`src/rtl/vco_prbs_defs.svh`:
```
`ifndef VCO_PRBS_DEFS_SVH
`define VCO_PRBS_DEFS_SVH

// ----------------------------------------------------------------------
// register offsets
// ----------------------------------------------------------------------
`define OFS_VCO_CAP_COUNT      8'h08
`define OFS_CHANNEL_OVERRIDE   8'h09
`define OFS_PATTERN_CLOCK_EN   8'h0d
`define OFS_SIGNAL_DETECT      8'h14
`define OFS_VCO_DIVIDER_SEL    8'h18
`define OFS_CHARGE_PUMP        8'h1b
`define OFS_OUTPUT_SELECT      8'h1e
`define OFS_LOOP_FILTER_DAC    8'h1f
`define OFS_PATTERN_CONTROL    8'h30

// ----------------------------------------------------------------------
// field positions
// ----------------------------------------------------------------------
`define OVR_DIV_BIT            2
`define OVR_CP_BIT             3
`define OVR_QCLK_BIT           4
`define OVR_MUX_BIT            5
`define OVR_LFDAC_BIT          6
`define OVR_CAP_BIT            7
`define PCLK_RUN_BIT           5
`define PG_LOGIC_EN_BIT        4
`define OSEL_QCLK_BIT          0
`define PCLK_LOAD_BIT          3
`define SD_FORCE_ON_BIT        7
`define SD_FORCE_OFF_BIT       6

// ----------------------------------------------------------------------
// reset values
// ----------------------------------------------------------------------
`define RST_OVERRIDE           8'h00
`define RST_OUTPUT_SELECT      8'he0
`define RST_PLAIN              8'h00

// ----------------------------------------------------------------------
// encodings
// ----------------------------------------------------------------------
`define MUX_RAW                3'h0
`define MUX_RETIMED            3'h1
`define MUX_ICLK               3'h2
`define MUX_QCLK               3'h3
`define MUX_PRBS               3'h4
`define MUX_CLK10M             3'h5
`define MUX_MUTE               3'h7
`define DIV_CODE_MAX           3'h4
`define SEQ_PRBS9              2'h0
`define SEQ_PRBS31             2'h2

`endif

```
`src/rtl/vco_prbs_pkg.sv`:
```
package vco_prbs_pkg;

  // ----------------------------------------------------------------------
  // shared types
  // ----------------------------------------------------------------------
  typedef logic [7:0] reg_byte_t;   // one byte register
  typedef logic [2:0] div_code_t;   // divider select code
  typedef logic [2:0] mux_code_t;   // output source code

  // pattern generator states
  typedef enum logic [1:0] {
    PG_IDLE,
    PG_HOLD,
    PG_LOADED,
    PG_RUN
  } pg_state_t;

endpackage

```
`src/rtl/prbs_gen.sv`:
```
`timescale 1ns/1ns
`include "vco_prbs_defs.svh"

module prbs_gen
  import vco_prbs_pkg::*;
(
  // clock and reset
  input  wire logic       clk_i,
  input  wire logic       sys_rst_i,
  // control levels
  input  wire logic       logic_en_i,
  input  wire logic       clk_load_i,
  input  wire logic       clk_run_i,
  input  wire logic [1:0] seq_sel_i,
  // pattern out
  output logic            prbs_bit_o,
  output logic            running_o
);

  // ----------------------------------------------------------------------
  // state and shift register
  // ----------------------------------------------------------------------
  pg_state_t   state_q;     // generator state
  pg_state_t   state_d;     // next state
  logic [30:0] lfsr_q;      // shared shift register
  logic        long_q;      // latched sequence type, 1 = 31-bit
  logic        fb;          // feedback tap result

  // x^9+x^5+1 or x^31+x^28+1
  assign fb = long_q ? (lfsr_q[30] ^ lfsr_q[27]) : (lfsr_q[8] ^ lfsr_q[4]);

  // next state from the three control levels
  always_comb
  begin
    state_d = state_q;
    unique case (state_q)
      PG_IDLE:   state_d = PG_HOLD;
      PG_HOLD:   state_d = clk_load_i ? PG_LOADED : PG_HOLD;
      PG_LOADED: state_d = clk_run_i ? PG_RUN : PG_LOADED;
      PG_RUN:    state_d = clk_run_i ? PG_RUN : PG_LOADED;
    endcase
    if (!logic_en_i)
      state_d = PG_IDLE;           // logic off stays inactive
    else if (!clk_load_i)
      state_d = PG_HOLD;           // clear load bit holds reset
  end

  // state, seed and shift
  always_ff @(posedge clk_i)
  begin
    if (sys_rst_i)
    begin
      state_q    <= PG_IDLE;
      lfsr_q     <= '1;
      long_q     <= 1'b0;
      prbs_bit_o <= 1'b0;
      running_o  <= 1'b0;
    end
    else
    begin
      state_q   <= state_d;
      running_o <= (state_d == PG_RUN);
      if (state_q == PG_HOLD || state_q == PG_IDLE)
      begin
        lfsr_q     <= '1;                  // seed while clock in reset
        long_q     <= seq_sel_i[1];        // 0x0 short, 0x2 long
        prbs_bit_o <= 1'b0;
      end
      else if (state_q == PG_RUN)
      begin
        lfsr_q     <= {lfsr_q[29:0], fb};  // advance only when clock runs
        prbs_bit_o <= fb;
      end
    end
  end

endmodule

```
`src/rtl/vco_override_prbs_control.sv`:
```
//
// Contract
// - auto divider ratio 1,2,4,8,16 from rate
// - override bit 2 takes divider field
// - divider codes 0..4 only, ratio 2^code
// - sequence 0x0 short, 0x2 long pattern
// - output-select bit 4 enables generator logic
// - load bit clear resets, set loads clock
// - clock enable bit 5 starts generator
// - mux override plus code 4 sends pattern while channel powered
// - VCO tracking independent of output mux
// - force detect bit 7 with bit 6 clear enables idle channel
// - override bit 3, field 0 stops pump
// - override bit 7 uses capacitor count
// - override bit 6 enables filter DAC
// - override register resets and clears 0x00
// - mux override outputs selected source while channel powered, else mutes
//
`timescale 1ns/1ns
`include "vco_prbs_defs.svh"

module vco_override_prbs_control
  import vco_prbs_pkg::*;
(
  // clock and reset
  input  wire logic       clk_i,
  input  wire logic       sys_rst_i,
  // byte register port
  input  wire logic [7:0] reg_addr_i,
  input  wire logic [7:0] reg_wdata_i,
  input  wire logic       reg_wr_i,
  input  wire logic       reg_rd_i,
  output logic      [7:0] reg_rdata_o,
  output logic            reg_rvalid_o,
  // channel status from pins
  input  wire logic       sig_detect_i,
  input  wire logic       cdr_locked_i,
  input  wire logic       clk10m_i,
  // channel logic on this clock
  input  wire logic [2:0] auto_div_code_i,
  input  wire logic       retimed_bit_i,
  input  wire logic       raw_bit_i,
  input  wire logic       vco_iclk_i,
  input  wire logic       vco_qclk_i,
  // vco controls
  output logic      [2:0] div_code_o,
  output logic      [4:0] div_ratio_o,
  output logic            cap_ovr_o,
  output logic      [4:0] cap_count_o,
  output logic            lfdac_en_o,
  output logic      [4:0] lfdac_value_o,
  output logic            cp_enable_o,
  output logic            vco_track_o,
  // channel and output
  output logic            channel_en_o,
  output logic            tx_bit_o,
  output logic            tx_mute_o,
  output logic            prbs_active_o
);

  // ----------------------------------------------------------------------
  // functions
  // ----------------------------------------------------------------------

  // true when the register port addresses the given offset
  function automatic logic hit(input logic [7:0] addr, input logic [7:0] ofs);
    hit = (addr == ofs);
  endfunction

  // only codes 0 to 4 name a divider
  function automatic logic div_ok(input div_code_t code);
    div_ok = (code <= `DIV_CODE_MAX);
  endfunction

  // code n divides by two to the n
  function automatic logic [4:0] div_ratio(input div_code_t code);
    div_ratio = 5'h01 << code;
  endfunction

  // ----------------------------------------------------------------------
  // register storage
  // ----------------------------------------------------------------------
  reg_byte_t cap_q;         // capacitor count
  reg_byte_t ovr_q;         // channel override enables
  reg_byte_t pclk_q;        // pattern clock enable
  reg_byte_t sdf_q;         // signal detect force
  reg_byte_t divsel_q;      // divider select
  reg_byte_t cp_q;          // charge pump control
  reg_byte_t osel_q;        // output select and generator enable
  reg_byte_t lfd_q;         // loop filter dac value
  reg_byte_t pctl_q;        // pattern control

  // ----------------------------------------------------------------------
  // write decode
  // ----------------------------------------------------------------------
  logic wr_cap;             // write to capacitor count
  logic wr_ovr;             // write to override enables
  logic wr_pclk;            // write to pattern clock enable
  logic wr_sdf;             // write to signal detect force
  logic wr_div;             // write to divider select
  logic wr_cp;              // write to charge pump
  logic wr_osel;            // write to output select
  logic wr_lfd;             // write to filter dac
  logic wr_pctl;            // write to pattern control

  assign wr_cap  = reg_wr_i & hit(reg_addr_i, `OFS_VCO_CAP_COUNT);
  assign wr_ovr  = reg_wr_i & hit(reg_addr_i, `OFS_CHANNEL_OVERRIDE);
  assign wr_pclk = reg_wr_i & hit(reg_addr_i, `OFS_PATTERN_CLOCK_EN);
  assign wr_sdf  = reg_wr_i & hit(reg_addr_i, `OFS_SIGNAL_DETECT);
  assign wr_div  = reg_wr_i & hit(reg_addr_i, `OFS_VCO_DIVIDER_SEL);
  assign wr_cp   = reg_wr_i & hit(reg_addr_i, `OFS_CHARGE_PUMP);
  assign wr_osel = reg_wr_i & hit(reg_addr_i, `OFS_OUTPUT_SELECT);
  assign wr_lfd  = reg_wr_i & hit(reg_addr_i, `OFS_LOOP_FILTER_DAC);
  assign wr_pctl = reg_wr_i & hit(reg_addr_i, `OFS_PATTERN_CONTROL);

  // ----------------------------------------------------------------------
  // register writes
  // ----------------------------------------------------------------------

  // override enables: whole byte replaced, 0x00 clears all
  always_ff @(posedge clk_i)
  begin
    if (sys_rst_i)
      ovr_q <= `RST_OVERRIDE;
    else if (wr_ovr)
      ovr_q <= reg_wdata_i;
  end

  // output select: mute code after reset
  always_ff @(posedge clk_i)
  begin
    if (sys_rst_i)
      osel_q <= `RST_OUTPUT_SELECT;
    else if (wr_osel)
      osel_q <= reg_wdata_i;
  end

  // vco setup registers
  always_ff @(posedge clk_i)
  begin
    if (sys_rst_i)
    begin
      cap_q    <= `RST_PLAIN;
      divsel_q <= `RST_PLAIN;
      cp_q     <= `RST_PLAIN;
      lfd_q    <= `RST_PLAIN;
    end
    else
    begin
      if (wr_cap)
        cap_q <= reg_wdata_i;
      if (wr_div)
        divsel_q <= reg_wdata_i;
      if (wr_cp)
        cp_q <= reg_wdata_i;
      if (wr_lfd)
        lfd_q <= reg_wdata_i;
    end
  end

  // channel and generator setup registers
  always_ff @(posedge clk_i)
  begin
    if (sys_rst_i)
    begin
      pclk_q <= `RST_PLAIN;
      sdf_q  <= `RST_PLAIN;
      pctl_q <= `RST_PLAIN;
    end
    else
    begin
      if (wr_pclk)
        pclk_q <= reg_wdata_i;
      if (wr_sdf)
        sdf_q <= reg_wdata_i;
      if (wr_pctl)
        pctl_q <= reg_wdata_i;
    end
  end

  // ----------------------------------------------------------------------
  // read path
  // ----------------------------------------------------------------------
  reg_byte_t rd_mux;        // selected read byte, unmapped reads zero

  assign rd_mux =
    hit(reg_addr_i, `OFS_VCO_CAP_COUNT)    ? cap_q    :
    hit(reg_addr_i, `OFS_CHANNEL_OVERRIDE) ? ovr_q    :
    hit(reg_addr_i, `OFS_PATTERN_CLOCK_EN) ? pclk_q   :
    hit(reg_addr_i, `OFS_SIGNAL_DETECT)    ? sdf_q    :
    hit(reg_addr_i, `OFS_VCO_DIVIDER_SEL)  ? divsel_q :
    hit(reg_addr_i, `OFS_CHARGE_PUMP)      ? cp_q     :
    hit(reg_addr_i, `OFS_OUTPUT_SELECT)    ? osel_q   :
    hit(reg_addr_i, `OFS_LOOP_FILTER_DAC)  ? lfd_q    :
    hit(reg_addr_i, `OFS_PATTERN_CONTROL)  ? pctl_q   : 8'h00;

  // read data answers one cycle after the strobe
  always_ff @(posedge clk_i)
  begin
    if (sys_rst_i)
    begin
      reg_rdata_o  <= 8'h00;
      reg_rvalid_o <= 1'b0;
    end
    else
    begin
      reg_rvalid_o <= reg_rd_i;
      if (reg_rd_i)
        reg_rdata_o <= rd_mux;
    end
  end

  // ----------------------------------------------------------------------
  // pin synchronisers
  // ----------------------------------------------------------------------
  logic [1:0] sd_sync_q;    // signal detect, two stages
  logic [1:0] lk_sync_q;    // cdr lock, two stages
  logic [1:0] ck_sync_q;    // slow internal clock, two stages
  logic       sd_s;         // synchronised signal detect
  logic       lk_s;         // synchronised lock
  logic       ck_s;         // synchronised slow clock

  // only the second stage is read below
  always_ff @(posedge clk_i)
  begin
    if (sys_rst_i)
    begin
      sd_sync_q <= 2'h0;
      lk_sync_q <= 2'h0;
      ck_sync_q <= 2'h0;
    end
    else
    begin
      sd_sync_q <= {sd_sync_q[0], sig_detect_i};
      lk_sync_q <= {lk_sync_q[0], cdr_locked_i};
      ck_sync_q <= {ck_sync_q[0], clk10m_i};
    end
  end

  assign sd_s = sd_sync_q[1];
  assign lk_s = lk_sync_q[1];
  assign ck_s = ck_sync_q[1];

  // ----------------------------------------------------------------------
  // channel enable and vco controls
  // ----------------------------------------------------------------------
  logic      force_on;      // detect forced active
  logic      force_off;     // detect forced inactive
  logic      chan_en;       // channel powered
  logic      pump_off;      // charge pump disabled
  div_code_t div_cand;      // candidate divider code

  // bit 7 set, bit 6 clear forces detect on
  assign force_on  = sdf_q[`SD_FORCE_ON_BIT] & ~sdf_q[`SD_FORCE_OFF_BIT];
  assign force_off = sdf_q[`SD_FORCE_OFF_BIT];
  // without a signal the channel powers down by default
  assign chan_en   = force_on | (sd_s & ~force_off);

  // override bit 3 with pump field zero lets the vco free-run
  assign pump_off  = ovr_q[`OVR_CP_BIT] & (cp_q[1:0] == 2'h0);

  // override bit 2 picks the register field, else automatic
  assign div_cand  = ovr_q[`OVR_DIV_BIT] ? divsel_q[6:4] : auto_div_code_i;

  // divider: invalid codes leave the last valid ratio in place
  always_ff @(posedge clk_i)
  begin
    if (sys_rst_i)
    begin
      div_code_o  <= 3'h0;
      div_ratio_o <= 5'h01;
    end
    else if (div_ok(div_cand))
    begin
      div_code_o  <= div_cand;
      div_ratio_o <= div_ratio(div_cand);
    end
  end

  // analog overrides and loop state
  always_ff @(posedge clk_i)
  begin
    if (sys_rst_i)
    begin
      cap_ovr_o     <= 1'b0;
      cap_count_o   <= 5'h00;
      lfdac_en_o    <= 1'b0;
      lfdac_value_o <= 5'h00;
      cp_enable_o   <= 1'b1;
      vco_track_o   <= 1'b0;
      channel_en_o  <= 1'b0;
    end
    else
    begin
      cap_ovr_o     <= ovr_q[`OVR_CAP_BIT];
      cap_count_o   <= cap_q[4:0];
      lfdac_en_o    <= ovr_q[`OVR_LFDAC_BIT];
      lfdac_value_o <= lfd_q[4:0];
      cp_enable_o   <= ~pump_off;
      // tracking follows lock, channel enable and pump only, never the mux
      vco_track_o   <= lk_s & chan_en & ~pump_off;
      channel_en_o  <= chan_en;
    end
  end

  // ----------------------------------------------------------------------
  // pattern generator
  // ----------------------------------------------------------------------
  logic pg_bit;             // generator serial bit
  logic pg_run;             // generator clock running

  // enable, load and run levels come straight from registers
  prbs_gen u_prbs_gen (
    .clk_i      (clk_i),
    .sys_rst_i  (sys_rst_i),
    .logic_en_i (osel_q[`PG_LOGIC_EN_BIT]),
    .clk_load_i (pctl_q[`PCLK_LOAD_BIT]),
    .clk_run_i  (pclk_q[`PCLK_RUN_BIT]),
    .seq_sel_i  (pctl_q[1:0]),
    .prbs_bit_o (pg_bit),
    .running_o  (pg_run)
  );

  // ----------------------------------------------------------------------
  // output multiplexer
  // ----------------------------------------------------------------------
  mux_code_t sel_eff;       // source actually driven
  logic      qclk_ok;       // quadrature clock enabled
  logic      src_bit;       // bit of the selected source
  logic      src_mute;      // selected source mutes the driver

  // override drives the field, else lock and detect decide
  assign sel_eff = ovr_q[`OVR_MUX_BIT] ? osel_q[7:5] :
                   ~chan_en            ? `MUX_MUTE   :
                   lk_s                ? `MUX_RETIMED : osel_q[7:5];

  // quadrature clock needs two enables
  assign qclk_ok = ovr_q[`OVR_QCLK_BIT] & osel_q[`OSEL_QCLK_BIT];

  // source data per code
  always_comb
  begin
    src_bit  = 1'b0;
    src_mute = 1'b0;
    unique case (sel_eff)
      `MUX_RAW:     src_bit = raw_bit_i;
      `MUX_RETIMED: src_bit = retimed_bit_i;
      `MUX_ICLK:    src_bit = vco_iclk_i;
      `MUX_QCLK:
      begin
        src_bit  = vco_qclk_i;
        src_mute = ~qclk_ok;
      end
      `MUX_PRBS:
      begin
        src_bit  = pg_bit;
        src_mute = ~pg_run;
      end
      `MUX_CLK10M:  src_bit = ck_s;
      default:      src_mute = 1'b1;          // mute and the invalid code
    endcase
  end

  // registered line driver controls
  always_ff @(posedge clk_i)
  begin
    if (sys_rst_i)
    begin
      tx_bit_o      <= 1'b0;
      tx_mute_o     <= 1'b1;
      prbs_active_o <= 1'b0;
    end
    else
    begin
      // a powered-down channel mutes too, so the data bit must drop with it
      tx_bit_o      <= src_bit & ~src_mute & chan_en;
      tx_mute_o     <= src_mute | ~chan_en;
      prbs_active_o <= pg_run & (sel_eff == `MUX_PRBS) & chan_en;
    end
  end

endmodule

```
`config.mk`:
```
export PLATFORM = sky130hd
export DESIGN_NAME = vco_override_prbs_control
export DESIGN_NICKNAME = d
export VERILOG_FILES = /design/src/rtl/vco_prbs_pkg.sv /design/src/rtl/prbs_gen.sv /design/src/rtl/vco_override_prbs_control.sv
export VERILOG_INCLUDE_DIRS = /design/src /design/src/rtl
export SDC_FILE = /design/constraint.sdc
export NUM_CORES = 1
export LEC_CHECK = 0
export BUFFER_PORTS_ARGS = -buffer_cell sky130_fd_sc_hd__buf_2
export CELL_PAD_IN_SITES_DETAIL_PLACEMENT = 0
export CELL_PAD_IN_SITES_GLOBAL_PLACEMENT = 2
export CORE_ASPECT_RATIO = 1.75
export CORE_MARGIN = 8
export CORE_UTILIZATION = 36
export CTS_CLUSTER_SIZE = 20
export DETAILED_ROUTE_END_ITERATION = 16
export MAX_ROUTING_LAYER = met4
export PLACE_DENSITY = 0.77
export SYNTH_ARGS = -nofsm -noshare
export SYNTH_HDL_FRONTEND = slang
export SYNTH_HIERARCHICAL = 1
export SYNTH_SLANG_ARGS = --single-unit
```
`constraint.sdc`:
```
create_clock -name clk_i -period 2.7 [get_ports clk_i]
set_clock_uncertainty 0.15 [all_clocks]
set_input_delay 0.54 -clock clk_i [delete_from_list [all_inputs] [get_ports clk_i]]
set_output_delay 0.54 -clock clk_i [all_outputs]
set_load 0.05 [all_outputs]
```
Yosys cells after proc, flatten, opt, wreduce, memory -nomap -nowiden
Index checks and enable logic that the tools add are counted.

Bits in registers: 149. Latch bits: 0. Memory bits (writable): 0. Bits in read-only memories: 0. Output and inout port bits: 35. Memories: 0.

$add $sub $neg: 0. $mul: 0. Div/mod/pow operators: 0. $lt $le $gt $ge: 1. Eq/ne operators: 18. Shift operators: 1. Mux-type cells: 20. Bitwise gates (word level): 29. Reduce and logical (&&, ||, !) cells: 7.

Operator list (count): 8-bit 2-to-1 mux (9); 8-bit by 5-bit equality test with 1-bit output, second input constant (5); 8-bit by 4-bit equality test with 1-bit output, second input constant (3); 1-bit AND (19); 3-bit 2-to-1 mux (4); 8-bit by 6-bit equality test with 1-bit output, second input constant (1); 2-bit equality test, second input constant (3); 3-bit by 2-bit equality test with 1-bit output, second input constant (2); 3-bit equality test, second input constant (2); 1-bit NOT (6); 1-bit one-hot mux with 6 select lines (1); 2-bit one-hot mux with 3 select lines (1); 1-bit by 3-bit left shift with 5-bit output, first input constant (1); 2-bit logical NOT (2); 2-bit 2-to-1 mux (2); 2-bit OR reduction (2); 4-bit OR reduction (1); 3-bit by 1-bit equality test with 1-bit output, second input constant (1); 3-bit less-or-equal comparator, second input constant (1); 3-bit logical NOT (1); 1-bit one-hot mux with 3 select lines (1); 2-bit by 1-bit equality test with 1-bit output, second input constant (1); 1-bit 2-to-1 mux (2); 1-bit bitwise OR (2); other kinds (2) (3).

Logic depth before layout (Yosys ltp)
Gate-level depths: netlist of the first run.

Word-level depth: 11. Depth in mapped cells: 8. Depth with buffers taken out: 5.

Hierarchy
The synthesis of the first run kept the hierarchy.

Modules (own cells, without submodules): vco_override_prbs_control (instances 1, cells each 573, area each 4850.9 µm²); prbs_gen (instances 1, cells each 122, area each 1290.0 µm²).

Least setup slack after synthesis of the first run
OpenSTA, ideal clock, no wires.

Kind: input to register. Start: input reg_addr_i[7]. End: register pclk_q[0]. Library setup time: 0.132 ns. Arrival time: 1.949 ns. Data required time: 2.418 ns. Slack: 0.469 ns. Stages: 7. Cell sequence: or4_1 -> buf_6 -> nor3_4 -> buf_6 -> nand2_1 -> nand2_1 -> a21oi_1.

Cells in the longest elaborated chain, start to end: 2.

Ends and longest elaborated chain: start, declared (RTL line vco_override_prbs_control.sv:29) `input wire logic [7:0] reg_addr_i,`; 8-bit by 4-bit equality test with 1-bit output (RTL line vco_override_prbs_control.sv:67) `hit = (addr == ofs);`; 1-bit AND (RTL line vco_override_prbs_control.sv:108) `` assign wr_pclk = reg_wr_i & hit(reg_addr_i, `OFS_PATTERN_CLOCK_EN); ``; end signal, assigned (RTL line vco_override_prbs_control.sv:166) `` pclk_q <= `RST_PLAIN; ``; end signal, assigned (RTL line vco_override_prbs_control.sv:173) `pclk_q <= reg_wdata_i;`; end, declared (RTL line vco_override_prbs_control.sv:85) `reg_byte_t pclk_q;`.

No other way between the ends. A chain may end at the register's enable or synchronous reset.

Worst setup path in the final report of the first run
Start: input reg_addr_i[7]. End: register reg_rdata_o[6].

Cells in the longest elaborated chain, start to end: 10. Elaborated cells between the ends (all ways): 18. Those cells by class: eq/ne (9); mux (9).

Ends and longest elaborated chain: 8-bit by 6-bit equality test with 1-bit output (RTL line vco_override_prbs_control.sv:67); 8-bit 2-to-1 mux (RTL line vco_override_prbs_control.sv:195) `` hit(reg_addr_i, `OFS_PATTERN_CONTROL) ? pctl_q : 8'h00; ``; 8-bit 2-to-1 mux (RTL line vco_override_prbs_control.sv:194) `` hit(reg_addr_i, `OFS_LOOP_FILTER_DAC) ? lfd_q : ``; 8-bit 2-to-1 mux (RTL line vco_override_prbs_control.sv:193) `` hit(reg_addr_i, `OFS_OUTPUT_SELECT) ? osel_q : ``; 8-bit 2-to-1 mux (RTL line vco_override_prbs_control.sv:192) `` hit(reg_addr_i, `OFS_CHARGE_PUMP) ? cp_q : ``; 8-bit 2-to-1 mux (RTL line vco_override_prbs_control.sv:191) `` hit(reg_addr_i, `OFS_VCO_DIVIDER_SEL) ? divsel_q : ``; 8-bit 2-to-1 mux (RTL line vco_override_prbs_control.sv:190) `` hit(reg_addr_i, `OFS_SIGNAL_DETECT) ? sdf_q : ``; 8-bit 2-to-1 mux (RTL line vco_override_prbs_control.sv:189) `` hit(reg_addr_i, `OFS_PATTERN_CLOCK_EN) ? pclk_q : ``; 8-bit 2-to-1 mux (RTL line vco_override_prbs_control.sv:188) `` hit(reg_addr_i, `OFS_CHANNEL_OVERRIDE) ? ovr_q : ``; 8-bit 2-to-1 mux (*) (RTL line vco_override_prbs_control.sv:187) `` hit(reg_addr_i, `OFS_VCO_CAP_COUNT) ? cap_q : ``; end signal, assigned (RTL line vco_override_prbs_control.sv:209) `reg_rdata_o <= rd_mux;`; end, declared (RTL line vco_override_prbs_control.sv:33) `output logic [7:0] reg_rdata_o,`.

Mark *: on every way between the ends. The rest lies on a longest branch, timed or not.

==> out/metrics.cfg, run 1 <==
[placement]
place_inst=952
gp_congestion=0.915
numPortBuffers=64
dp.final_hpwl_um=12900

[detailed_routing]
first_pass_iters=4
wire_per_inst_um=17.9
drt_iter0_drc=260
viasPerCell=5.17
totalWireLength_um=17600
antenna_left=0
vias=5079
route.detailed.drc=0

[clocking]
htree_levels=4
postCtsHoldBufs=0
postCtsSetupRepairBufs=0
insertion_delay_ns=0.41
cts.sinks=149
cts_max_path_buffers=2
cts.root.buffer_cell=clkbuf_16
cts_tree=built
ctsResizeCount=0
cts_buffers=17
path_clk_slew_ns=0.07

[timing]
setup_viol=0
layout_min_cycle_time_ns=2.21
worst_pin_slew_ns=0.725
min_period_over_period=0.819
slew_headroom=0.503
rsz0062_at_grt=no
hold_viol=0
drv_slew=0
fmax_mhz=452
tns_ns=0

[run_status]
status=complete, no violations

[pwr]
p_leak_uw=0.00267
power_density_mw_per_mm2=673
vdd_drop_max_uv=287

[floorplanning]
die_w_um=115
die_area_mm2=0.0217
rows=63
io_pins=65
die_h_um=189
core_mm2=0.0169
initial_core_util=0.364

[synth]
synth_edf_count=0
synthDistinctLibCells=58
syn_inst=695
synth_compound_area_frac=0.165
synth_top_family_by_area=simple AND/OR/NAND/NOR gates
async_reset_ff_frac=0
synthXorXnorAreaFrac=0.00285
synthAdderAreaFrac=0
ys.flop_type=dfxtp_1
synthMuxAreaShare=0.0770
syn_area_per_cell_um2=8.84
netlist_area_mm2=0.00614
syn_nets=725
seq_area_frac_synth=0.486
yosys_warnings=6
ys_ff_latch=149
synthSimpleGateAreaFrac=0.224

[finish]
antenna_cells=0
final_common_cell=dfxtp_1
area_growth_pct=17.7
mostFrequentLayoutCells=dfxtp_1, nand2_1, a21oi_1
regArea_mm2=0.00298
drive_gt1_frac=0.177
nFillCells=1742
multiInputGateArea_mm2=0.00288
instances_no_fill=983
nets=774

[hold_path]
hold_depth=2
worstHoldStart=clk10m_i
hp-class=in2reg
worst_hold_path.endpoint=ck_sync_q[0]

[critical_path]
path_class=in2reg
worstReg2RegEnd=div_ratio_o[3]
required_ns=2.88
reg2regPathDepth=5
start_kind=input pin
crit_path_end_kind=flop
critPathMaxFanout=13
reg2reg_from=ovr_q[2]
arrival_ns=2.39
rrSetupSlack_ns=0.88

[grt]
grtUsageTotal=0.172
antenna_found_initial=0
grt.overflow.total=0
grt_max_degree=57
grt_pass1_wl_um=28000
grt_pass1_vias=5136

[run]
max_cap_violations=0

[critical path: stages]
cell and delay [ns]:
buf_2 0.12, or4b_4 0.55, nor3_4 0.49, a22o_1 0.31
o2bb2ai_1 0.15, a211oi_2 0.22
[cell usage after synthesis (2+ instances only)]
cell,instances,area share
o22ai_1,9,0.0092
and2_1,5,0.0051
nand3_1,34,0.028
xnor2_1,2,0.0029
inv_1,7,0.0043
nor2_1,43,0.026
a211oi_1,7,0.0086
a221o_2,8,0.015
nand2b_1,6,0.0061
nand3b_1,10,0.012
nor4_1,4,0.0041
o21ai_0,11,0.0090
buf_4,4,0.0049
nor2b_1,29,0.030
mux2_2,2,0.0037
a21oi_1,70,0.057
clkbuf_1,36,0.022
nor3b_1,2,0.0024
nor3_4,3,0.0079
o22a_1,9,0.013
buf_2,6,0.0049
mux2i_1,45,0.073
buf_1,3,0.0018
o2bb2ai_1,8,0.011
nor3_1,7,0.0057
a2111oi_0,2,0.0029
o21ai_1,3,0.0024
a211o_1,3,0.0043
or3_1,2,0.0020
a22o_1,8,0.011
buf_6,4,0.0073
dfxtp_1,149,0.49
a31oi_1,8,0.0082
nand2_1,122,0.075
[through the flow]
| step | setup slack [ns] | hold WS [ns] | power [uW] | utilization | area [um^2] |
|---|---|---|---|---|---|
| floorplan | 0.469 | 0.258 | 2460 | - | 6140 |
| global route | 0.374 | 0.208 | 5040 | 0.429 | 7230 |
| CTS | 0.497 | 0.170 | 4940 | 0.429 | 7230 |
| detailed placement | 0.0749 | 0.275 | 2560 | 0.394 | 6640 |
| global placement | 0.0794 | 0.279 | 2560 | 0.394 | 6640 |
| finish | 0.488 | 0.188 | 4870 | 0.429 | 7230 |
[worst max-delay path by stage]
| stage | start | slack, ns | endpoint | depth (start not counted) |
|---|---|---|---|---|
| finish | reg_addr_i[7] | 0.49 | reg_rdata_o[6] | 6 |
| global placement | reg_addr_i[7] | 0.08 | reg_rdata_o[0] | 6 |
| detailed placement | reg_addr_i[7] | 0.07 | reg_rdata_o[6] | 6 |
| global route | reg_addr_i[7] | 0.37 | reg_rdata_o[7] | 6 |
| CTS | reg_addr_i[7] | 0.50 | reg_rdata_o[6] | 6 |
| floorplan | reg_addr_i[7] | 0.47 | pclk_q[0] | 7 |
[metal layers]
metal  global-route usage  part of all wire  vias to the layer above
met3               0.0304             0.034                       38
met4               0.0844             0.036                        0
met5                    -                 0                        -
met2                0.295              0.52                      111
met1                0.186              0.41                     2405
li1                     -                 -                     2525
[flip-flops by register name (all words and copies together) (netlist names), 3 cells and up]
name / flops
pctl_q: 8
divsel_q: 8
div_code_o: 3
reg_rdata_o: 8
u_prbs_gen/lfsr_q: 31
osel_q: 8
lfd_q: 8
ovr_q: 8
div_ratio_o: 5
cp_q: 8
pclk_q: 8
lfdac_value_o: 5
sdf_q: 8
cap_count_o: 5
cap_q: 8
[kinds of logic after synthesis]
group           after synthesis
simple gates                281
buf+inv                      61
compound gates              155
flops                       149
mux                          47
xor+xnor                      2
[report_power, final]
part | leakage (uW) | total [uW] | switching, uW | internal (uW)
combinational | 0.00118 | 280 | 202 | 78.4
clock | 0.000279 | 2360 | 959 | 1400
sequential | 0.00121 | 2230 | 10.3 | 2220
[final cells by class]
type,count,share of cell area
well taps,227,0.0393
inverters,8,0.00415
flip-flops and latches,149,0.413
repair buffers,83,0.0644
clock buffers,19,0.0613
multi-input cells,485,0.398
clock inverters,12,0.0202
Power figures use the tool's default switching activity.
==> run 2: changes to the inputs <==
==> constraint.sdc (replaced) <==
create_clock -name clk_i -period 2.1 [get_ports clk_i]
set_clock_uncertainty 0.15 [all_clocks]
set_input_delay 0.42 -clock clk_i [delete_from_list [all_inputs] [get_ports clk_i]]
set_output_delay 0.42 -clock clk_i [all_outputs]
set_load 0.05 [all_outputs]
==> out/metrics.cfg, run 2 (synthesis results as in run 1) <==
[pwr]
vdd_drop_max_uv=461  ; +61%
total_power_uw=6300  ; +29%
p_leak_uw=0.00278  ; +4.1%
power_density_mw_per_mm2=849  ; +26%

[detailed_routing]
first_pass_iters=6  ; +2
wire_per_inst_um=17.6  ; -1.5%
route.detailed.drc=0  ; unchanged
drt_iter0_drc=248  ; -4.6%
wl_met3_um=525  ; -12%
met1Wirelength_um=7230  ; +0.84%
viasPerCell=5.12  ; -0.99%
antenna_left=0  ; unchanged
wl_met2_um=9590  ; +4.7%
vias=5131  ; +1.0%
top_layer=met4
totalWireLength_um=17600  ; +0.53%

[placement]
place_inst=971  ; +2.0%
numPortBuffers=64  ; unchanged
gp_congestion=0.917  ; +0.19%
pre_cts_ws_ns=-0.179  ; -0.254 ns
dp.final_hpwl_um=13000  ; +1.0%

[critical_path]
worstReg2RegEnd=tx_bit_o
crit_path_end_kind=flop
start_kind=input pin
reg2regPathDepth=5  ; unchanged
rrSetupSlack_ns=0.26  ; -0.62 ns
arrival_ns=2.01  ; -0.38 ns
path_class=in2reg
critPathMaxFanout=11  ; -2
required_ns=2.25  ; -0.63 ns
reg2reg_from=sdf_q[6]

[timing]
layout_min_cycle_time_ns=1.86
hold_viol=0  ; unchanged
tns_ns=0  ; unchanged
fmax_mhz=538
setup_viol=0  ; unchanged
worst_pin_slew_ns=0.538  ; -0.187 ns
rsz0062_at_grt=no
slew_headroom=0.639  ; +0.136
drv_slew=0  ; unchanged
min_period_over_period=0.885
finalWorstSetupSlack_ns=0.242  ; -0.246 ns
fin_hold_ws_ns=0.0705  ; -0.117 ns

[grt]
grt.overflow.total=0  ; unchanged
grtUsageTotal=0.173  ; +0.00115
antenna_found_initial=0  ; unchanged
grt_pass1_wl_um=28100  ; +0.29%
grt_max_degree=44  ; -23%
grt_pass1_vias=5141  ; +0.097%

[finish]
area_growth_pct=20.9
mostFrequentLayoutCells=dfxtp_1, nand2_1, a21oi_1
final_common_cell=dfxtp_1
drive_gt1_frac=0.200  ; +0.0225
largest_register=u_prbs_gen/lfsr_q
antenna_cells=0  ; unchanged
largest_register_ffs=31  ; unchanged
nets=793  ; +2.5%
instances_no_fill=1003  ; +2.0%

[floorplanning]
die_w_um=115  ; unchanged
rows=63  ; unchanged
io_pins=65  ; unchanged
core_mm2=0.0169  ; unchanged
die_h_um=189  ; unchanged
die_area_mm2=0.0217  ; unchanged
initial_core_util=0.364  ; unchanged

[hold_path]
worstHoldStart=clk10m_i
hp-class=in2reg
hold_depth=2  ; unchanged
worst_hold_path.endpoint=ck_sync_q[0]

[run_status]
status=complete, no violations

[clocking]
cts.sinks=149  ; unchanged
insertion_delay_ns=0.41  ; about the same
cts_max_path_buffers=2  ; unchanged
ctsResizeCount=0  ; unchanged
cts_tree=built
cts_buffers=17  ; unchanged
postCtsHoldBufs=0  ; unchanged
postCtsSetupRepairBufs=0  ; unchanged
path_clk_slew_ns=0.07  ; about the same
cts.root.buffer_cell=clkbuf_16
htree_levels=4  ; unchanged

[run]
max_cap_violations=0  ; unchanged

run 2: changes by cell type in the layout (fill, tap and decap cells not counted), sizes merged:
cell / change
buf: +19
inv: +3
clkbuf: -2
clkinv: +1
clkinvlp: -1
run 2: cell type report:
cell class	count	area [um^2]
clock buffers	17	425
flip-flops and latches	149	2980
fillers	1744	9440
inverters	8	30.0
repair buffers	102	658
multi-input cells	485	2880
well taps	227	284
clock inverters	15	166
run 2: how the worst max path moves through the flow:
stage	startpoint	endpoint	slack [ns]	depth (start not counted)
finish	reg_addr_i[7]	osel_q[6]	0.24	6
global route	sdf_q[6]	tx_bit_o	0.13	5
CTS	sdf_q[6]	tx_bit_o	0.22	5
detailed placement	reg_addr_i[7]	osel_q[6]	-0.18	6
global placement	reg_addr_i[7]	osel_q[6]	-0.16	6
floorplan	reg_addr_i[7]	osel_q[5]	0.002	5
run 2: metrics by stage:
step / instance area, um^2 / util
floorplan: 6140 / -
global placement: 6830 / 0.405
detailed placement: 6830 / 0.405
CTS: 7420 / 0.440
global route: 7420 / 0.440
finish: 7420 / 0.440
run 2: layer usage:
| metal | up-vias | global-route usage |
|---|---|---|
| met5 | - | - |
| met4 | 0 | 0.0610 |
| met3 | 17 | 0.0298 |
| met2 | 100 | 0.307 |
| met1 | 2448 | 0.188 |
| li1 | 2566 | - |
run 2: power breakdown:
part	switching [uW]	internal [uW]	leakage, uW	total [uW]
Combinational	264	118	0.00129	382
Clock	1270	1780	0.000287	3050
Sequential	13.9	2850	0.00121	2860
Total	1550	4750	0.00278	6300
run 2: worst max-delay path, stage by stage:
cell and delay [ns]:
buf_2 0.13, nor4b_2 0.31, nand2_1 0.13, or4b_1 0.52
buf_4 0.20, a211o_1 0.30
